==> src/verilog/slot_regs_pkg.sv <==
`default_nettype none
package slot_regs_pkg;
  // =====================================================
  // Register offsets (byte addresses)
  localparam logic [7:0] link_ctrl_off = 8'hc0;
  localparam logic [7:0] slot_cap_off = 8'hc4;
  localparam logic [7:0] slot_ctrl_off = 8'hc8;
  localparam logic [7:0] irq_status_off = 8'he8;
  localparam logic [7:0] irq_mask_off = 8'hec;
  // =====================================================
  // Field positions
  localparam int aspm_lo = 0;
  localparam int rcb_bit = 3;
  localparam int link_dis_bit = 4;
  localparam int retrain_bit = 5;
  localparam int common_clk_bit = 6;
  localparam int ext_sync_bit = 7;
  localparam int speed_lo = 16;
  localparam int width_lo = 20;
  localparam int train_err_bit = 26;
  localparam int training_bit = 27;
  localparam int slot_clk_bit = 28;
  localparam int slot_evt_lo = 16;
  localparam int slot_state_lo = 21;
  // =====================================================
  // Reset values
  localparam logic [1:0] aspm_rst = 2'h0;
  localparam logic [3:0] speed_rst = 4'h1;
  localparam logic [5:0] width_rst = 6'h01;
  localparam logic [10:0] slot_ctrl_rst = 11'h000;
  localparam logic [31:0] hp_cap_mask = 32'h0000005d;
  localparam logic [4:0] irq_rst = 5'h00;
endpackage : slot_regs_pkg
`default_nettype wire

==> src/verilog/link_slot_capability_registers.sv <==
// Operation
// - Link control bits 1:0 hold a read-write power management field resetting to 00.
// - Link control bit 3 reads zero and ignores writes.
// - Link disable and retrain bits are writable only in reverse direction, reset 0.
// - Link status bits 19:16 report negotiated speed, resetting to 1.
// - Link status bits 25:20 report negotiated width, resetting to x1.
// - Slot capability bits 0,2,3,4,6 read one only with hot-plug on in reverse direction.
// - Those capability bits follow the hot-plug strap, sampled every cycle.
`timescale 1ns/1ps
`default_nettype none
module link_slot_capability_registers (
  // Clock and reset
  input wire logic core_clk,
  input wire logic rst,
  // Register port
  input wire logic [7:0] addr,
  input wire logic [31:0] wdata,
  input wire logic wr,
  input wire logic rd,
  output logic [31:0] rdata,
  // Straps and mode pins
  input wire logic hp_strap,
  input wire logic reverse_dir,
  // Link state from training logic
  input wire logic [3:0] link_speed,
  input wire logic [5:0] link_width,
  input wire logic link_train_err,
  input wire logic link_training,
  // Slot events and states from hot-plug logic
  input wire logic [4:0] slot_evt,
  input wire logic mrl_state,
  input wire logic presence_state,
  // Controls out
  output logic [1:0] aspm_ctrl,
  output logic link_disable,
  output logic retrain_link,
  output logic [10:0] slot_ctrl,
  // Interrupt
  output logic irq
);
  // =====================================================
  // Pin synchronisers
  logic [15:0] sync1_q;
  logic [15:0] sync2_q;
  logic [15:0] pin_raw;
  assign pin_raw = {presence_state, mrl_state, slot_evt, link_training, link_train_err,
                    link_width, reverse_dir};
  always_ff @(posedge core_clk)
  begin
    if (rst)
    begin
      // Width lanes reset to x1 so a read straight after reset shows it
      sync1_q <= {9'h000, slot_regs_pkg::width_rst, 1'b0};
      sync2_q <= {9'h000, slot_regs_pkg::width_rst, 1'b0};
    end
    else
    begin
      sync1_q <= pin_raw;
      sync2_q <= sync1_q;
    end
  end
  logic rev_s;
  logic [5:0] width_s;
  logic err_s;
  logic trn_s;
  logic [4:0] evt_s;
  logic mrl_s;
  logic pres_s;
  assign rev_s = sync2_q[0];
  assign width_s = sync2_q[6:1];
  assign err_s = sync2_q[7];
  assign trn_s = sync2_q[8];
  assign evt_s = sync2_q[13:9];
  assign mrl_s = sync2_q[14];
  assign pres_s = sync2_q[15];
  logic [3:0] spd1_q;
  logic [3:0] spd2_q;
  logic strap1_q;
  logic strap2_q;
  always_ff @(posedge core_clk)
  begin
    if (rst)
    begin
      spd1_q <= slot_regs_pkg::speed_rst;
      spd2_q <= slot_regs_pkg::speed_rst;
      strap1_q <= 1'b0;
      strap2_q <= 1'b0;
    end
    else
    begin
      spd1_q <= link_speed;
      spd2_q <= spd1_q;
      strap1_q <= hp_strap;
      strap2_q <= strap1_q;
    end
  end
  // =====================================================
  // Address decode
  logic hit_link;
  logic hit_cap;
  logic hit_slot;
  logic hit_ist;
  logic hit_imask;
  assign hit_link = addr == slot_regs_pkg::link_ctrl_off;
  assign hit_cap = addr == slot_regs_pkg::slot_cap_off;
  assign hit_slot = addr == slot_regs_pkg::slot_ctrl_off;
  assign hit_ist = addr == slot_regs_pkg::irq_status_off;
  assign hit_imask = addr == slot_regs_pkg::irq_mask_off;
  // =====================================================
  // Link control
  logic [1:0] aspm_q;
  logic dis_q;
  logic retr_q;
  logic cclk_q;
  logic xsync_q;
  logic wr_link;
  logic wr_rev;
  assign wr_link = wr && hit_link;
  assign wr_rev = wr_link && rev_s;
  always_ff @(posedge core_clk)
  begin
    if (rst)
    begin
      aspm_q <= slot_regs_pkg::aspm_rst;
      dis_q <= 1'b0;
      retr_q <= 1'b0;
      cclk_q <= 1'b0;
      xsync_q <= 1'b0;
    end
    else
    begin
      if (wr_link)
      begin
        aspm_q <= wdata[slot_regs_pkg::aspm_lo +: 2];
        cclk_q <= wdata[slot_regs_pkg::common_clk_bit];
        xsync_q <= wdata[slot_regs_pkg::ext_sync_bit];
      end
      if (wr_rev)
      begin
        dis_q <= wdata[slot_regs_pkg::link_dis_bit];
        retr_q <= wdata[slot_regs_pkg::retrain_bit];
      end
    end
  end
  assign aspm_ctrl = aspm_q;
  assign link_disable = dis_q;
  assign retrain_link = retr_q;
  // =====================================================
  // Slot control
  logic [10:0] sctl_q;
  always_ff @(posedge core_clk)
  begin
    if (rst)
      sctl_q <= slot_regs_pkg::slot_ctrl_rst;
    else if (wr && hit_slot)
      sctl_q <= wdata[10:0];
  end
  assign slot_ctrl = sctl_q;
  // =====================================================
  // Slot capability: strap sampled every cycle through two flops
  // Combinational on synced pins: a strap or direction change shows two cycles later
  logic hp_en;
  assign hp_en = strap2_q && rev_s;
  logic [31:0] cap_word;
  assign cap_word = hp_en ? slot_regs_pkg::hp_cap_mask : 32'h00000000;
  // =====================================================
  // Interrupt status and mask
  logic [4:0] evt_d1_q;
  logic [4:0] ist_q;
  logic [4:0] imask_q;
  logic [4:0] evt_rise;
  assign evt_rise = evt_s & ~evt_d1_q;
  always_ff @(posedge core_clk)
  begin
    if (rst)
    begin
      evt_d1_q <= 5'h00;
      ist_q <= slot_regs_pkg::irq_rst;
      imask_q <= slot_regs_pkg::irq_rst;
    end
    else
    begin
      evt_d1_q <= evt_s;
      // Set wins over a same-cycle clear
      ist_q <= (ist_q & ~((wr && hit_ist) ? wdata[4:0] : 5'h00)) | evt_rise;
      if (wr && hit_imask)
        imask_q <= wdata[4:0];
    end
  end
  assign irq = |(ist_q & imask_q);
  // =====================================================
  // Read mux
  logic [31:0] link_word;
  logic [31:0] slot_word;
  logic [31:0] rd_d;
  logic [31:0] rdata_q;
  assign link_word = {3'h0, 1'b1, trn_s, err_s, width_s, spd2_q,
                      8'h00, xsync_q, cclk_q, retr_q, dis_q, 1'b0, 1'b0, aspm_q};
  assign slot_word = {9'h000, pres_s, mrl_s, evt_s, 5'h00, sctl_q};
  assign rd_d = hit_link ? link_word :
                hit_cap ? cap_word :
                hit_slot ? slot_word :
                hit_ist ? {27'h0, ist_q} :
                hit_imask ? {27'h0, imask_q} : 32'h00000000;
  always_ff @(posedge core_clk)
  begin
    if (rst)
      rdata_q <= 32'h00000000;
    else if (rd)
      rdata_q <= rd_d;
    else
      rdata_q <= 32'h00000000;
  end
  assign rdata = rdata_q;
  // =====================================================
  // Checks
  aspm_write_a: assert property (
    @(posedge core_clk) disable iff (rst)
    wr_link |=> aspm_ctrl == $past(wdata[1:0])
  )
  else $error("aspm not stored");
  aspm_reset_a: assert property (
    @(posedge core_clk)
    $fell(rst) |-> aspm_ctrl == slot_regs_pkg::aspm_rst && !link_disable && !retrain_link
  )
  else $error("link control not reset");
  rcb_zero_a: assert property (
    @(posedge core_clk) disable iff (rst)
    rd && hit_link |=> rdata[3] == 1'b0
  )
  else $error("rcb not zero");
  fwd_hold_a: assert property (
    @(posedge core_clk) disable iff (rst)
    wr_link && !rev_s |=> $stable(link_disable) && $stable(retrain_link)
  )
  else $error("link bits written in forward");
  rev_write_a: assert property (
    @(posedge core_clk) disable iff (rst)
    wr_rev |=> link_disable == $past(wdata[4]) && retrain_link == $past(wdata[5])
  )
  else $error("link disable lost");
  speed_read_a: assert property (
    @(posedge core_clk) disable iff (rst)
    rd && hit_link |=> rdata[19:16] == $past(spd2_q)
  )
  else $error("speed wrong");
  width_read_a: assert property (
    @(posedge core_clk) disable iff (rst)
    rd && hit_link |=> rdata[25:20] == $past(width_s)
  )
  else $error("width wrong");
  // Readbacks straight after reset must already show the reset codes
  status_reset_a: assert property (
    @(posedge core_clk)
    $fell(rst) |-> width_s == slot_regs_pkg::width_rst && spd2_q == slot_regs_pkg::speed_rst
  )
  else $error("link status not reset");
  cap_read_a: assert property (
    @(posedge core_clk) disable iff (rst)
    rd && hit_cap |=> rdata == ($past(hp_en) ? slot_regs_pkg::hp_cap_mask : 32'h00000000)
  )
  else $error("capability wrong");
  strap_cap_a: assert property (
    @(posedge core_clk) disable iff (rst)
    !strap2_q |-> cap_word == 32'h00000000
  )
  else $error("cap without strap");
  sctl_write_a: assert property (
    @(posedge core_clk) disable iff (rst)
    wr && hit_slot |=> slot_ctrl == $past(wdata[10:0])
  )
  else $error("slot ctrl lost");
  slot_ro_a: assert property (
    @(posedge core_clk) disable iff (rst)
    rd && hit_slot |=> rdata[22:16] == $past({pres_s, mrl_s, evt_s}) && rdata[15:11] == 5'h00
  )
  else $error("slot status wrong");
  irq_level_a: assert property (
    @(posedge core_clk) disable iff (rst)
    irq == |(ist_q & imask_q)
  )
  else $error("irq mismatch");
  // A rising event must land even when software clears in the same cycle
  ist_set_a: assert property (
    @(posedge core_clk) disable iff (rst)
    |evt_rise |=> (ist_q & $past(evt_rise)) == $past(evt_rise)
  )
  else $error("status event lost");
  rdata_idle_a: assert property (
    @(posedge core_clk) disable iff (rst)
    !rd |=> rdata == 32'h00000000
  )
  else $error("read data not idle");
  // Main scenarios
  rev_write_c: cover property (
    @(posedge core_clk) disable iff (rst) wr_rev);
  fwd_block_c: cover property (
    @(posedge core_clk) disable iff (rst) wr_link && !rev_s);
  hp_cap_c: cover property (
    @(posedge core_clk) disable iff (rst) rd && hit_cap && hp_en);
  irq_c: cover property (
    @(posedge core_clk) disable iff (rst) irq);
endmodule : link_slot_capability_registers
`default_nettype wire

==> config.mk <==
export PLATFORM = sky130hd
export DESIGN_NAME = link_slot_capability_registers
export DESIGN_NICKNAME = d
export VERILOG_FILES = /design/src/verilog/slot_regs_pkg.sv /design/src/verilog/link_slot_capability_registers.sv
export SDC_FILE = /design/constraint.sdc
export NUM_CORES = 1
export LEC_CHECK = 0
export BUFFER_PORTS_ARGS = -buffer_cell sky130_fd_sc_hd__buf_2
export CAP_MARGIN = 25
export CORE_UTILIZATION = 40
export CTS_CLUSTER_SIZE = 28
export DETAILED_ROUTE_END_ITERATION = 12
export PLACE_DENSITY_LB_ADDON = 0.08
export SLEW_MARGIN = 20
export SYNTH_ARGS = -nofsm -noshare
export SYNTH_HDL_FRONTEND = slang
export SYNTH_SLANG_ARGS = --single-unit
==> constraint.sdc <==
create_clock -name core_clk -period 3.5 [get_ports core_clk]
set_input_delay 0.7 -clock core_clk [delete_from_list [all_inputs] [get_ports core_clk]]
set_output_delay 0.7 -clock core_clk [all_outputs]
set_load 0.02 [all_outputs]
; ---- Yosys cells after proc, flatten, opt, wreduce, memory -nomap -nowiden
; Index checks and enable logic that the tools add are counted.
[classes]
div_mod_pow = 0
n_reduce_logical = 9
muxes = 7
bitwise_logic = 7
n_eq_ne = 5
addsub = 0
mul = 0
n_shift = 0
order_cmp = 0
[op_table]
columns = cell, count
row1 = 23-bit 2-to-1 mux, 2
row2 = 8-bit equality test (second input constant), 5
row3 = 29-bit 2-to-1 mux, 1
row4 = 5-bit AND, 3
row5 = 5-bit 2-to-1 mux, 3
row6 = 5-bit inverter, 2
row7 = 7-bit 2-to-1 mux, 1
row8 = 1-bit logical AND, 6
row9 = 5-bit bitwise OR, 1
row10 = 5-bit OR reduction, 1
row11 = 3-bit OR reduction, 1
row12 = 2-bit OR reduction, 1
row13 = 1-bit inverter, 1
[totals]
wordCells = 45
mem_bits_ro = 0
mem_count = 0
ff_bits = 106
input_bits = 65
output_inout_bits = 48
latch_bits = 0
ram_bits = 0

; ---- Longest topological paths before layout
; Gate-level depths: netlist of run 1.
[logic_depth]
word_depth = 6
ltp_mapped = 6
mapped_depth_nobuf = 3

; ---- Worst setup path after synthesis of run 1
; OpenSTA, ideal clock, no wires.
[synth_timing]
kind = input to register
from = input port addr[5]
to = register rdata_q[16] (netlist: rdata[16])
stages = 5
slack_ps = 1523
setup_time_ps = 60
arrival_time_ps = 1918
t_required_ps = 3440
n_path_buf = 2
path_cell_list = buf_2 > or4bb_1 > clkbuf_1 > nor3_4 > a22o_1
[synth_between]
elab_chain_cells = 4
elab_cells_between_ends = 6
cone_classes = eq/ne (3) / mux (3)
[synth_rtl]
columns = element, line_no
row1 = "start, declared", link_slot_capability_registers.sv:16  ; input wire logic [7:0] addr,
row2 = 8-bit equality test, link_slot_capability_registers.sv:106  ; assign hit_slot = addr == slot_regs_pkg::slot_ctrl_off;
row3 = 23-bit 2-to-1 mux, link_slot_capability_registers.sv:202  ; hit_slot ? slot_word :
row4 = 23-bit 2-to-1 mux, link_slot_capability_registers.sv:201  ; hit_cap ? cap_word :
row5 = 29-bit 2-to-1 mux *, link_slot_capability_registers.sv:200  ; assign rd_d = hit_link ? link_word :
row6 = "end signal, assigned", link_slot_capability_registers.sv:210  ; rdata_q <= rd_d;
row7 = "end, declared", link_slot_capability_registers.sv:196  ; logic [31:0] rdata_q;
; Every way passes the cells marked *; elsewhere a longest branch is shown, timed or not.
; A chain may end at the register's enable or synchronous reset.

; ---- Final worst setup path of run 1
[layout_timing]
from = register ist_q[3]
to = output port irq
[layout_between]
elab_chain_cells = 2
[layout_rtl]
columns = element, line_no
row1 = "start, declared", link_slot_capability_registers.sv:169  ; logic [4:0] ist_q;
row2 = "start signal, assigned", link_slot_capability_registers.sv:178  ; ist_q <= slot_regs_pkg::irq_rst;
row3 = "start signal, assigned", link_slot_capability_registers.sv:185  ; ist_q <= (ist_q & ~((wr && hit_ist) ? wdata[4:0] : 5'h00)) | evt_rise;
row4 = 5-bit AND, link_slot_capability_registers.sv:190  ; assign irq = |(ist_q & imask_q);
row5 = 5-bit OR reduction, link_slot_capability_registers.sv:190
row6 = "end, declared", link_slot_capability_registers.sv:39  ; output logic irq
; Every way passes these cells.

==> results of run 1 <==
[synth_stat cells (4+ instances only)]
cell type and n:
nor2b_1 45, inv_1 8, and2_1 6, clkbuf_1 10
nand2_1 32, or2_2 4, nor2_1 4, nand4_1 12
a22o_1 9, a32o_1 5, mux2i_1 19, nor3_1 5
buf_4 10, dfxtp_1 98
[sequential cells by signal, summed over array words and instances (netlist names), 2 cells and up]
name / count
imask_q: 5
ist_q: 5
sync2_q: 16
rdata: 24
evt_d1_q: 5
spd1_q: 4
sync1_q: 16
spd2_q: 4
slot_ctrl: 11
aspm_ctrl: 2
[routing by layer]
| metal | up-vias | share of wire [%] | track usage (%) |
|---|---|---|---|
| met4 | 0 | 1.3 | 6.410 |
| met1 | 1143 | 47 | 21.33 |
| li1 | 1221 | - | - |
| met2 | 72 | 46 | 26.95 |
| met3 | 8 | 5.1 | 3.317 |
| met5 | - | 0 | 0 |
[through the flow]
step,utilization [%],power (uW),std cells,area [um^2]
6_report,49.09,1937,503,4034
5_1_grt,49.09,2017,503,4034
4_1_cts,49.09,1963,503,4034
3_5_place_dp,46.81,1283,487,3846
3_3_place_gp,46.81,1281,487,3846
2_1_floorplan,-,1245,318,3407
[worst paths after layout]
path / start / to / slack [ns] / cells past startpoint
max reg2reg: sync2_q[0]$_SDFF_PP0_ / rdata[2]$_SDFF_PP0_ / 2.42 / 3
min reg2reg: sync1_q[1]$_SDFF_PP1_ / sync2_q[1]$_SDFF_PP1_ / 0.41 / 1
max: ist_q[3]$_SDFF_PP0_ / irq / 1.51 / 3
min: sync1_q[1]$_SDFF_PP1_ / sync2_q[1]$_SDFF_PP1_ / 0.41 / 1
[power groups by stage]
stage	sequential (uW)	clock, uW	combinational (uW)
2_1_floorplan	1170	0	71.1
3_3_place_gp	1180	0	105
3_5_place_dp	1180	0	106
4_1_cts	1150	706	107
5_1_grt	1150	745	117
6_report	1150	680	106
[kinds of logic after synthesis]
logic type | count (synthesis)
flops | 98
buf+inv | 33
mux | 19
simple gates | 126
compound gates | 34
other cells | 1
[worst max-delay path: cells and delay by family, from the launching register on]
family / cells / cell delay (ns)
compound gates: 1 / 0.32
buf+inv: 1 / 0.18
simple gates: 1 / 0.11
flops: 1 / 0.34
[layout make-up]
type	instances	area, um^2	area share, %
Sequential cell	98	1962	48.64
Multi-Input combinational cell	187	1266	31.39
Timing Repair Buffer	88	452.9	11.23
Tap cell	105	131.4	3.257
Clock buffer	9	123.9	3.071
Clock inverter	7	63.81	1.582
Inverter	9	33.78	0.8375
[layout by cell type (no fill, tap or decap), drive strengths merged, types with 6 or more instances in the layout]
| cell | Yosys | routed |
|---|---|---|
| dfxtp | 98 | 98 |
| nand2 | 32 | 32 |
| mux2i | 19 | 19 |
| nor2b | 45 | 45 |
| a22o | 9 | 9 |
| buf | 14 | 88 |
| and2 | 6 | 6 |
| clkbuf | 10 | 9 |
| inv | 8 | 10 |
| nand4 | 12 | 12 |
| nor3 | 6 | 6 |
| conb | 1 | 8 |
==> out/results.txt, run 1 <==
Vias per cell: 4.859
Sequential share of power: 59.4%
# diodes: 0
Post-synthesis mux area share: 5.625%
Critical-path maximum fanout: 3
Yosys top cell area share: 58.03%
Clk_skew: 0.01123 ns
Final period util: 56.96%
Post-CTS setup buffer count: 0
1st-pass router iterations: 6
Yosys top cell by area: dfxtp_1
Minimum clock period: 1.994 ns
I/O pin total: 113
Sw frac: 24.77%
Vias in the first global route: 2278
Max-cap violations: 0
Post-Synth Adder-Cell Area: 0%
Worst-path clk slew: 0.10 ns
Fin. max-slew vios: 0
Max IR drop VDD: 0.0002251 V
Rows: 33
Crit path capture type: output port
Most used DFF post-synth: dfxtp_1
Post-CTS sizing: 0
HPWL Detailed: 4937 um
Synth unique cells: 39
Worst-Skew Late Latency: 0.35 ns
Nets: 458
Largest net degree at the start of global routing: 30
Core area: 0.008217 mm^2
Sequential-to-total area share from yosys stat: 58.03%
Compound-Gate Fraction of Synth Area: 8.808%
Initial DRC Count: 99
Initial core utilization: 41.15%
Setup TNS: 0 ns
Final Hold Slack: 0.4141 ns
Layout area overhead: 19.32%
Pre-CTS setup slack: 1.122 ns
Die height: 93.94 um
Maximum clock frequency: 501.6 MHz
Power Density: 480.2 mW/mm^2
Critical Path AT: 1.29 ns
Area contributors post-synth: dfxtp_1 58%, nor2b_1 8.3%, mux2i_1 5.6%
TritonCTS clock tree: yes
Wire length per cell: 13.88 um
Clock Tree Buf Depth: 2
Outcome: finished, final reports clean
Initial antenna violation count: 0
First-pass GRT wire length: 10960 um
Final setup vio count: 0
Routed wire length: 6981 um
Largest family of logic cells by synthesized area: simple AND/OR/NAND/NOR gates
Cell Area, Synth: 0.003381 mm^2
Final ANT Viol Nets: 0
Asr flop ratio synth: 0%
Via count: 2444
Mapped Avg Cell Area: 10.87 um^2
Total gr overflow: 0
Worst EP required: 2.80 ns
CTS buffer count: 9
Fillers: 805
Simple-gate area share of the yosys netlist: 22.13%
Max stage delay on crit path: 0.34 ns
Drt drc: 0
Worst min path class: flop to flop
Final setup margin: 1.506 ns
Sw Pwr: 479.8 uW
Die Wd: 93.94 um
Int Pwr: 1457 uW
Slew @ Worst Pin: 0.8247 ns
Mapped Cells: 311
Number of synthesized flops with an enable pin: 0
Worst slew margin: 44.68%
H-tree level count: 3
Full die area: 0.008824 mm^2
Seq cells post-synth: 98
Setup CP Type: flop to output port
Logic pwr share: 5.5%
Worst setup SP type: flop
Synth Area in XOR/XNOR: 0%
Worst path slowest cell: dfxtp_1
Total track usage: 16.49%
Port Buffers: 83
Clk sinks: 98
Layout cells sized above 1: 28.89%
# hold bufs at CTS: 0
Leak: 0.001798 uW
Crit-path cells: a222oi_1, nand2_1, buf_2
GPL Wtd Cong: 0.7889
Power share of the clock group: 35.1%
RSZ-0062 raised after global routing: false
Yosys Warn Count: 0
Clock root buffer: clkbuf_8
Endpoints failing hold: 0
Note: power is estimated with default switching activity, not from simulation.
==> run 2, diff against run 1 <==
Clock period 3.5 ns to 1.6 ns, I/O delays scaled along.
==> run 2 against run 1 <==
The run now ends with setup timing left. Worst setup slack got worse by 1.5 ns. Combinational power up 150%. Cell area up 5.5%. Die area is the same. Critical path type unchanged. Critical endpoint unchanged. Largest cell class unchanged.
==> out/results.txt, run 2 (same netlist as run 1, synthesis figures left out) <==
Port Buffers: 83 (unchanged)
Critical Path AT: 1.30 ns (about the same)
Crit path capture type: output port
Initial core utilization: 41.15% (unchanged)
Initial antenna violation count: 0 (unchanged)
Clk_skew: 0.005506 ns (-0.005721 ns)
Nets: 478 (+4.4%)
CP bufs+invs: 1 (unchanged)
Worst-Skew Late Latency: 0.35 ns (about the same)
Power Density: 1030 mW/mm^2 (+110%)
Max IR drop VDD: 0.0004186 V (+86%)
# diodes: 0 (unchanged)
HP Start: link_width[0]
Reg2reg start: sync2_q[0]$_SDFF_PP0_
First-pass GRT wire length: 11320 um (+3.2%)
Largest net degree at the start of global routing: 38 (+27%)
I/O pin total: 113 (unchanged)
GR met3 Demand/Resource: 3.317% (unchanged)
# hold bufs at CTS: 0 (unchanged)
Max reg flops: 24 (unchanged)
Vias per cell: 4.759 (-2.1%)
TritonCTS clock tree: yes
Via count: 2489 (+1.8%)
Commonest non-fill, non-tap cell in the layout: dfxtp_1
Pre-CTS setup slack: -0.03020 ns (-1.152 ns)
Commonest non-fill, non-tap cells in the layout: 96 x dfxtp_1, 82 x buf_2, 45 x nor2b_1
H-tree level count: 3 (unchanged)
Outcome: finished, violations left
Clock Tree Buf Depth: 2 (unchanged)
Crit-path leading delay family: flip-flops
Leak: 0.001908 uW (+6.1%)
Minimum clock period: 1.622 ns
Initial DRC Count: 115 (+16%)
Total gr overflow: 0 (unchanged)
Wire length per cell: 13.80 um (-0.57%)
Worst setup SP type: flop
Clock root buffer: clkbuf_8
Worst-path clk slew: 0.09 ns (about the same)
CTS buffer count: 9 (unchanged)
Final instance area: 0.004255 mm^2 (+5.5%)
Layout cells sized above 1: 32.54% (+3.6 points)
Final period util: 101.4%
Worst path slowest cell: dfxtp_2
Endpoints failing hold: 0 (unchanged)
Final setup vio count: 1 (+1)
Setup CP Type: flop to output port
Final ANT Viol Nets: 0 (unchanged)
Fin util: 51.79% (+2.7 points)
Worst min path class: input pin to flop
Met2 usage: 26.28% (-0.67 points)
Fin. max-slew vios: 0 (unchanged)
Vias in the first global route: 2224 (-2.4%)
Most Used Layer, Global Route: met2
Routed wire length: 7217 um (+3.4%)
Worst EP required: 1.28 ns (-1.52 ns)
RSZ-0062 raised after global routing: true
Die height: 93.94 um (unchanged)
GPL Wtd Cong: 0.8679 (+10%)
Failing checks: setup timing
Max-cap violations: 0 (unchanged)
Clk sinks: 98 (unchanged)
Total track usage: 17.27% (+0.78 points)
Layout area overhead: 25.87%
Crit-path cells: a222oi_1, nand2_1, buf_6
Max stage delay on crit path: 0.34 ns (about the same)
Core area: 0.008217 mm^2 (unchanged)
Area after DPL: 0.004046 mm^2 (+5.2%)
Drt drc: 0 (unchanged)
1st-pass router iterations: 6 (unchanged)
Die Wd: 93.94 um (unchanged)
Final setup margin: -0.02206 ns (-1.528 ns)
Rows: 33 (unchanged)
Crit. Startpoint: imask_q[3]$_SDFFE_PP0P_
HPWL Detailed: 5219 um (+5.7%)
Maximum clock frequency: 616.5 MHz
Critical-path maximum fanout: 3 (unchanged)
Met1 Use GR: 23.43% (+2.1 points)
Full die area: 0.008824 mm^2 (unchanged)
Final Hold Slack: 0.1499 ns (-0.2642 ns)
[run 2: metal layers]
layer	vias up	wire, um
li1	1257	-
met1	1162	3498
met2	60	3328
met3	10	293
met4	0	96
met5	-	0
[run 2: worst paths after layout]
kind                                               to  slack, ns  depth (start not counted)
worst max-delay path                              irq      -0.02                          3
worst min-delay path            sync1_q[1]$_SDFF_PP1_       0.15                          2
worst max register to register    rdata[3]$_SDFF_PP0_       0.52                          3
worst min register to register  sync2_q[1]$_SDFF_PP1_       0.41                          1
[run 2: cell type report]
type | count | area (um^2)
well taps | 105 | 131.4
fillers | 772 | 3961
inverters | 9 | 33.78
multi-input cells | 187 | 1266
clock buffers | 10 | 127.6
repair buffers | 108 | 659.4
clock inverters | 6 | 72.57
flip-flops and latches | 98 | 1964
[run 2: repair_timing]
action                                  in CTS  in global routing
endpoints found under the setup margin       1                  1
pin swaps                                    2                  0
gates resized for setup                      4                  0
setup buffers                                0                  0
[run 2: where the power goes]
part | internal [uW] | switching, uW | leakage (uW) | total, uW
clock | 740 | 864 | 0.0000910 | 1600
combinational | 119 | 141 | 0.00102 | 260
sequential | 2500 | 19.5 | 0.000801 | 2520
[run 2: per-stage QoR]
step / TNS, ns / power [uW] / instances
3_3_place_gp: -0.1469 / 2830 / 507
5_1_grt: -0.09738 / 4558 / 523
4_1_cts: -0.03691 / 4432 / 523
3_5_place_dp: -0.3183 / 2835 / 507
2_1_floorplan: 0 / 2723 / 318
6_report: -0.02206 / 4381 / 523
[run 2: worst register-to-register path: stages (launching register included)]
cell and delay, ns:
dfxtp_1 0.38, and4b_1 0.27, nand4_1 0.20, o41ai_1 0.13
==> run 3, diff against run 2 <==
Settings changed: REMOVE_ABC_BUFFERS set to 1.
==> run 3 against run 2 <==
Worst setup slack better by 0.018 ns. Sequential share of layout area is 0.24 points lower. The flow still finishes with violations (setup timing). Via count is 0.64% lower. Critical path type unchanged. Wire length is 3.7% lower.
==> out/results.txt, run 3 (same netlist as run 1, synthesis figures left out) <==
Worst EP required: 1.28 ns (about the same)
Finished Layout Cells: 530 (+1.3%)
Die height: 93.94 um (unchanged)
Total track usage: 16.47% (-0.80 points)
Rows: 33 (unchanged)
Power Density: 984.8 mW/mm^2 (-4.3%)
# diodes: 0 (unchanged)
Setup CP Type: flop to output port
1st-pass router iterations: 4 (-2)
Maximum clock frequency: 623.2 MHz (+1.1%)
Commonest non-fill, non-tap cell in the layout: dfxtp_1
Initial core utilization: 41.15% (unchanged)
GPL Wtd Cong: 0.8462 (-2.5%)
Initial antenna violation count: 0 (unchanged)
Nets: 486 (+1.7%)
Largest net degree at the start of global routing: 53 (+39%)
Layout area overhead: 26.54%
Fin. max-slew vios: 0 (unchanged)
Commonest non-fill, non-tap cells in the layout: 96 x dfxtp_1, 82 x buf_2, 45 x nor2b_1
Endpoints failing hold: 0 (unchanged)
Worst setup SP type: flop
Final setup vio count: 1 (unchanged)
Vias in the first global route: 2236 (+0.54%)
Clock Tree Buf Depth: 2 (unchanged)
# hold bufs at CTS: 0 (unchanged)
Initial DRC Count: 46 (-60%)
Worst-path clk slew: 0.09 ns (about the same)
Die Wd: 93.94 um (unchanged)
Core area: 0.008217 mm^2 (unchanged)
Max-cap violations: 0 (unchanged)
HPWL Detailed: 5113 um (-2.0%)
Final ANT Viol Nets: 0 (unchanged)
Outcome: finished, violations left
Wire length per cell: 13.12 um (-4.9%)
Final period util: 100.3% (-1.1 points)
I/O pin total: 113 (unchanged)
Failing checks: setup timing
First-pass GRT wire length: 10720 um (-5.3%)
Clk_skew: 0.006037 ns (+0.0005313 ns)
Vias per cell: 4.666 (-2.0%)
Worst-Skew Late Latency: 0.35 ns (about the same)
Final setup margin: -0.004498 ns (+0.01757 ns)
Register area: 0.001964 mm^2 (unchanged)
Worst min path class: input pin to flop
Port Buffers: 83 (unchanged)
Fillers: 753 (-2.5%)
Critical-path maximum fanout: 2 (-1)
Max IR drop VDD: 0.0006094 V (+46%)
TritonCTS clock tree: yes
Total gr overflow: 0 (unchanged)
Clk sinks: 98 (unchanged)
Dpl cells: 514 (+1.4%)
Drt drc: 0 (unchanged)
Clock root buffer: clkbuf_8
RSZ-0062 raised after global routing: true
Full die area: 0.008824 mm^2 (unchanged)
Via count: 2473 (-0.64%)
Layout cells sized above 1: 33.88% (+1.3 points)
Routed wire length: 6953 um (-3.7%)
Crit path capture type: output port
H-tree level count: 3 (unchanged)
Critical Path AT: 1.28 ns (-0.02 ns)
Final Hold Slack: 0.1467 ns (-0.003157 ns)
Max reg flops: 24 (unchanged)
Area of the multi-input gates: 0.001266 mm^2 (unchanged)
CTS buffer count: 9 (unchanged)
Leak: 0.001942 uW (+1.8%)
Minimum clock period: 1.604 ns (-0.01757 ns)
-- run 3: layer usage --
| layer | track usage, % | wire, um | share of wire (%) | vias up |
|---|---|---|---|---|
| li1 | - | - | - | 1275 |
| met1 | 19.98 | 3189 | 46 | 1111 |
| met2 | 26.58 | 3202 | 46 | 76 |
| met3 | 5.016 | 387 | 5.6 | 11 |
| met4 | 7.692 | 173 | 2.5 | 0 |
| met5 | 0 | 0 | 0 | - |
-- run 3: layout make-up --
class                           count  share of cell area (%)
Sequential cell                    98                   45.92
Tap cell                          105                   3.071
Clock buffer                       10                   3.217
Clock inverter                      5                  0.8775
Inverter                            9                  0.7897
Multi-Input combinational cell    187                   29.60
Timing Repair Buffer              116                   16.53
-- run 3: timing repair --
action,in CTS,in global routing
setup buffers,1,0
resized for setup,4,0
pin swaps,2,0
setup endpoints to repair,1,1
-- run 3: worst max-delay path, cell delays in order, from the launching register on --
cell and delay (ns):
dfxtp_2 0.33, a222oi_1 0.35, nand2_1 0.12, buf_6 0.14
-- run 3: metrics by stage --
stage	TNS, ns	util, %	instance area (um^2)	worst slack, ns	power [uW]
after floorplan	0	-	3262	0.06430	2682
after global placement	-0.2135	49.73	4086	-0.03624	2838
after detailed placement	-0.09131	49.73	4086	-0.02255	2843
after CTS	-0.04637	52.06	4278	-0.04637	4273
after global routing	-0.09422	52.06	4278	-0.09422	4408
final	-0.004498	52.06	4278	-0.004498	4213
-- run 3: final timing paths --
kind	cells past startpoint	startpoint	to	slack, ns
min reg2reg	1	spd1_q[0]$_SDFF_PP1_	spd2_q[0]$_SDFF_PP1_	0.41
min	2	link_width[0]	sync1_q[1]$_SDFF_PP1_	0.15
max reg2reg	3	sync2_q[0]$_SDFF_PP0_	rdata[3]$_SDFF_PP0_	0.53
max	3	imask_q[3]$_SDFFE_PP0P_	irq	-0.004
-- run 3: power breakdown --
part / internal [uW] / leakage (uW) / total (uW) / switching, uW
clock: 607 / 0.0000852 / 1430 / 821
combinational: 127 / 0.00106 / 269 / 142
sequential: 2500 / 0.000801 / 2520 / 17.7
total: 3230 / 0.00194 / 4210 / 981
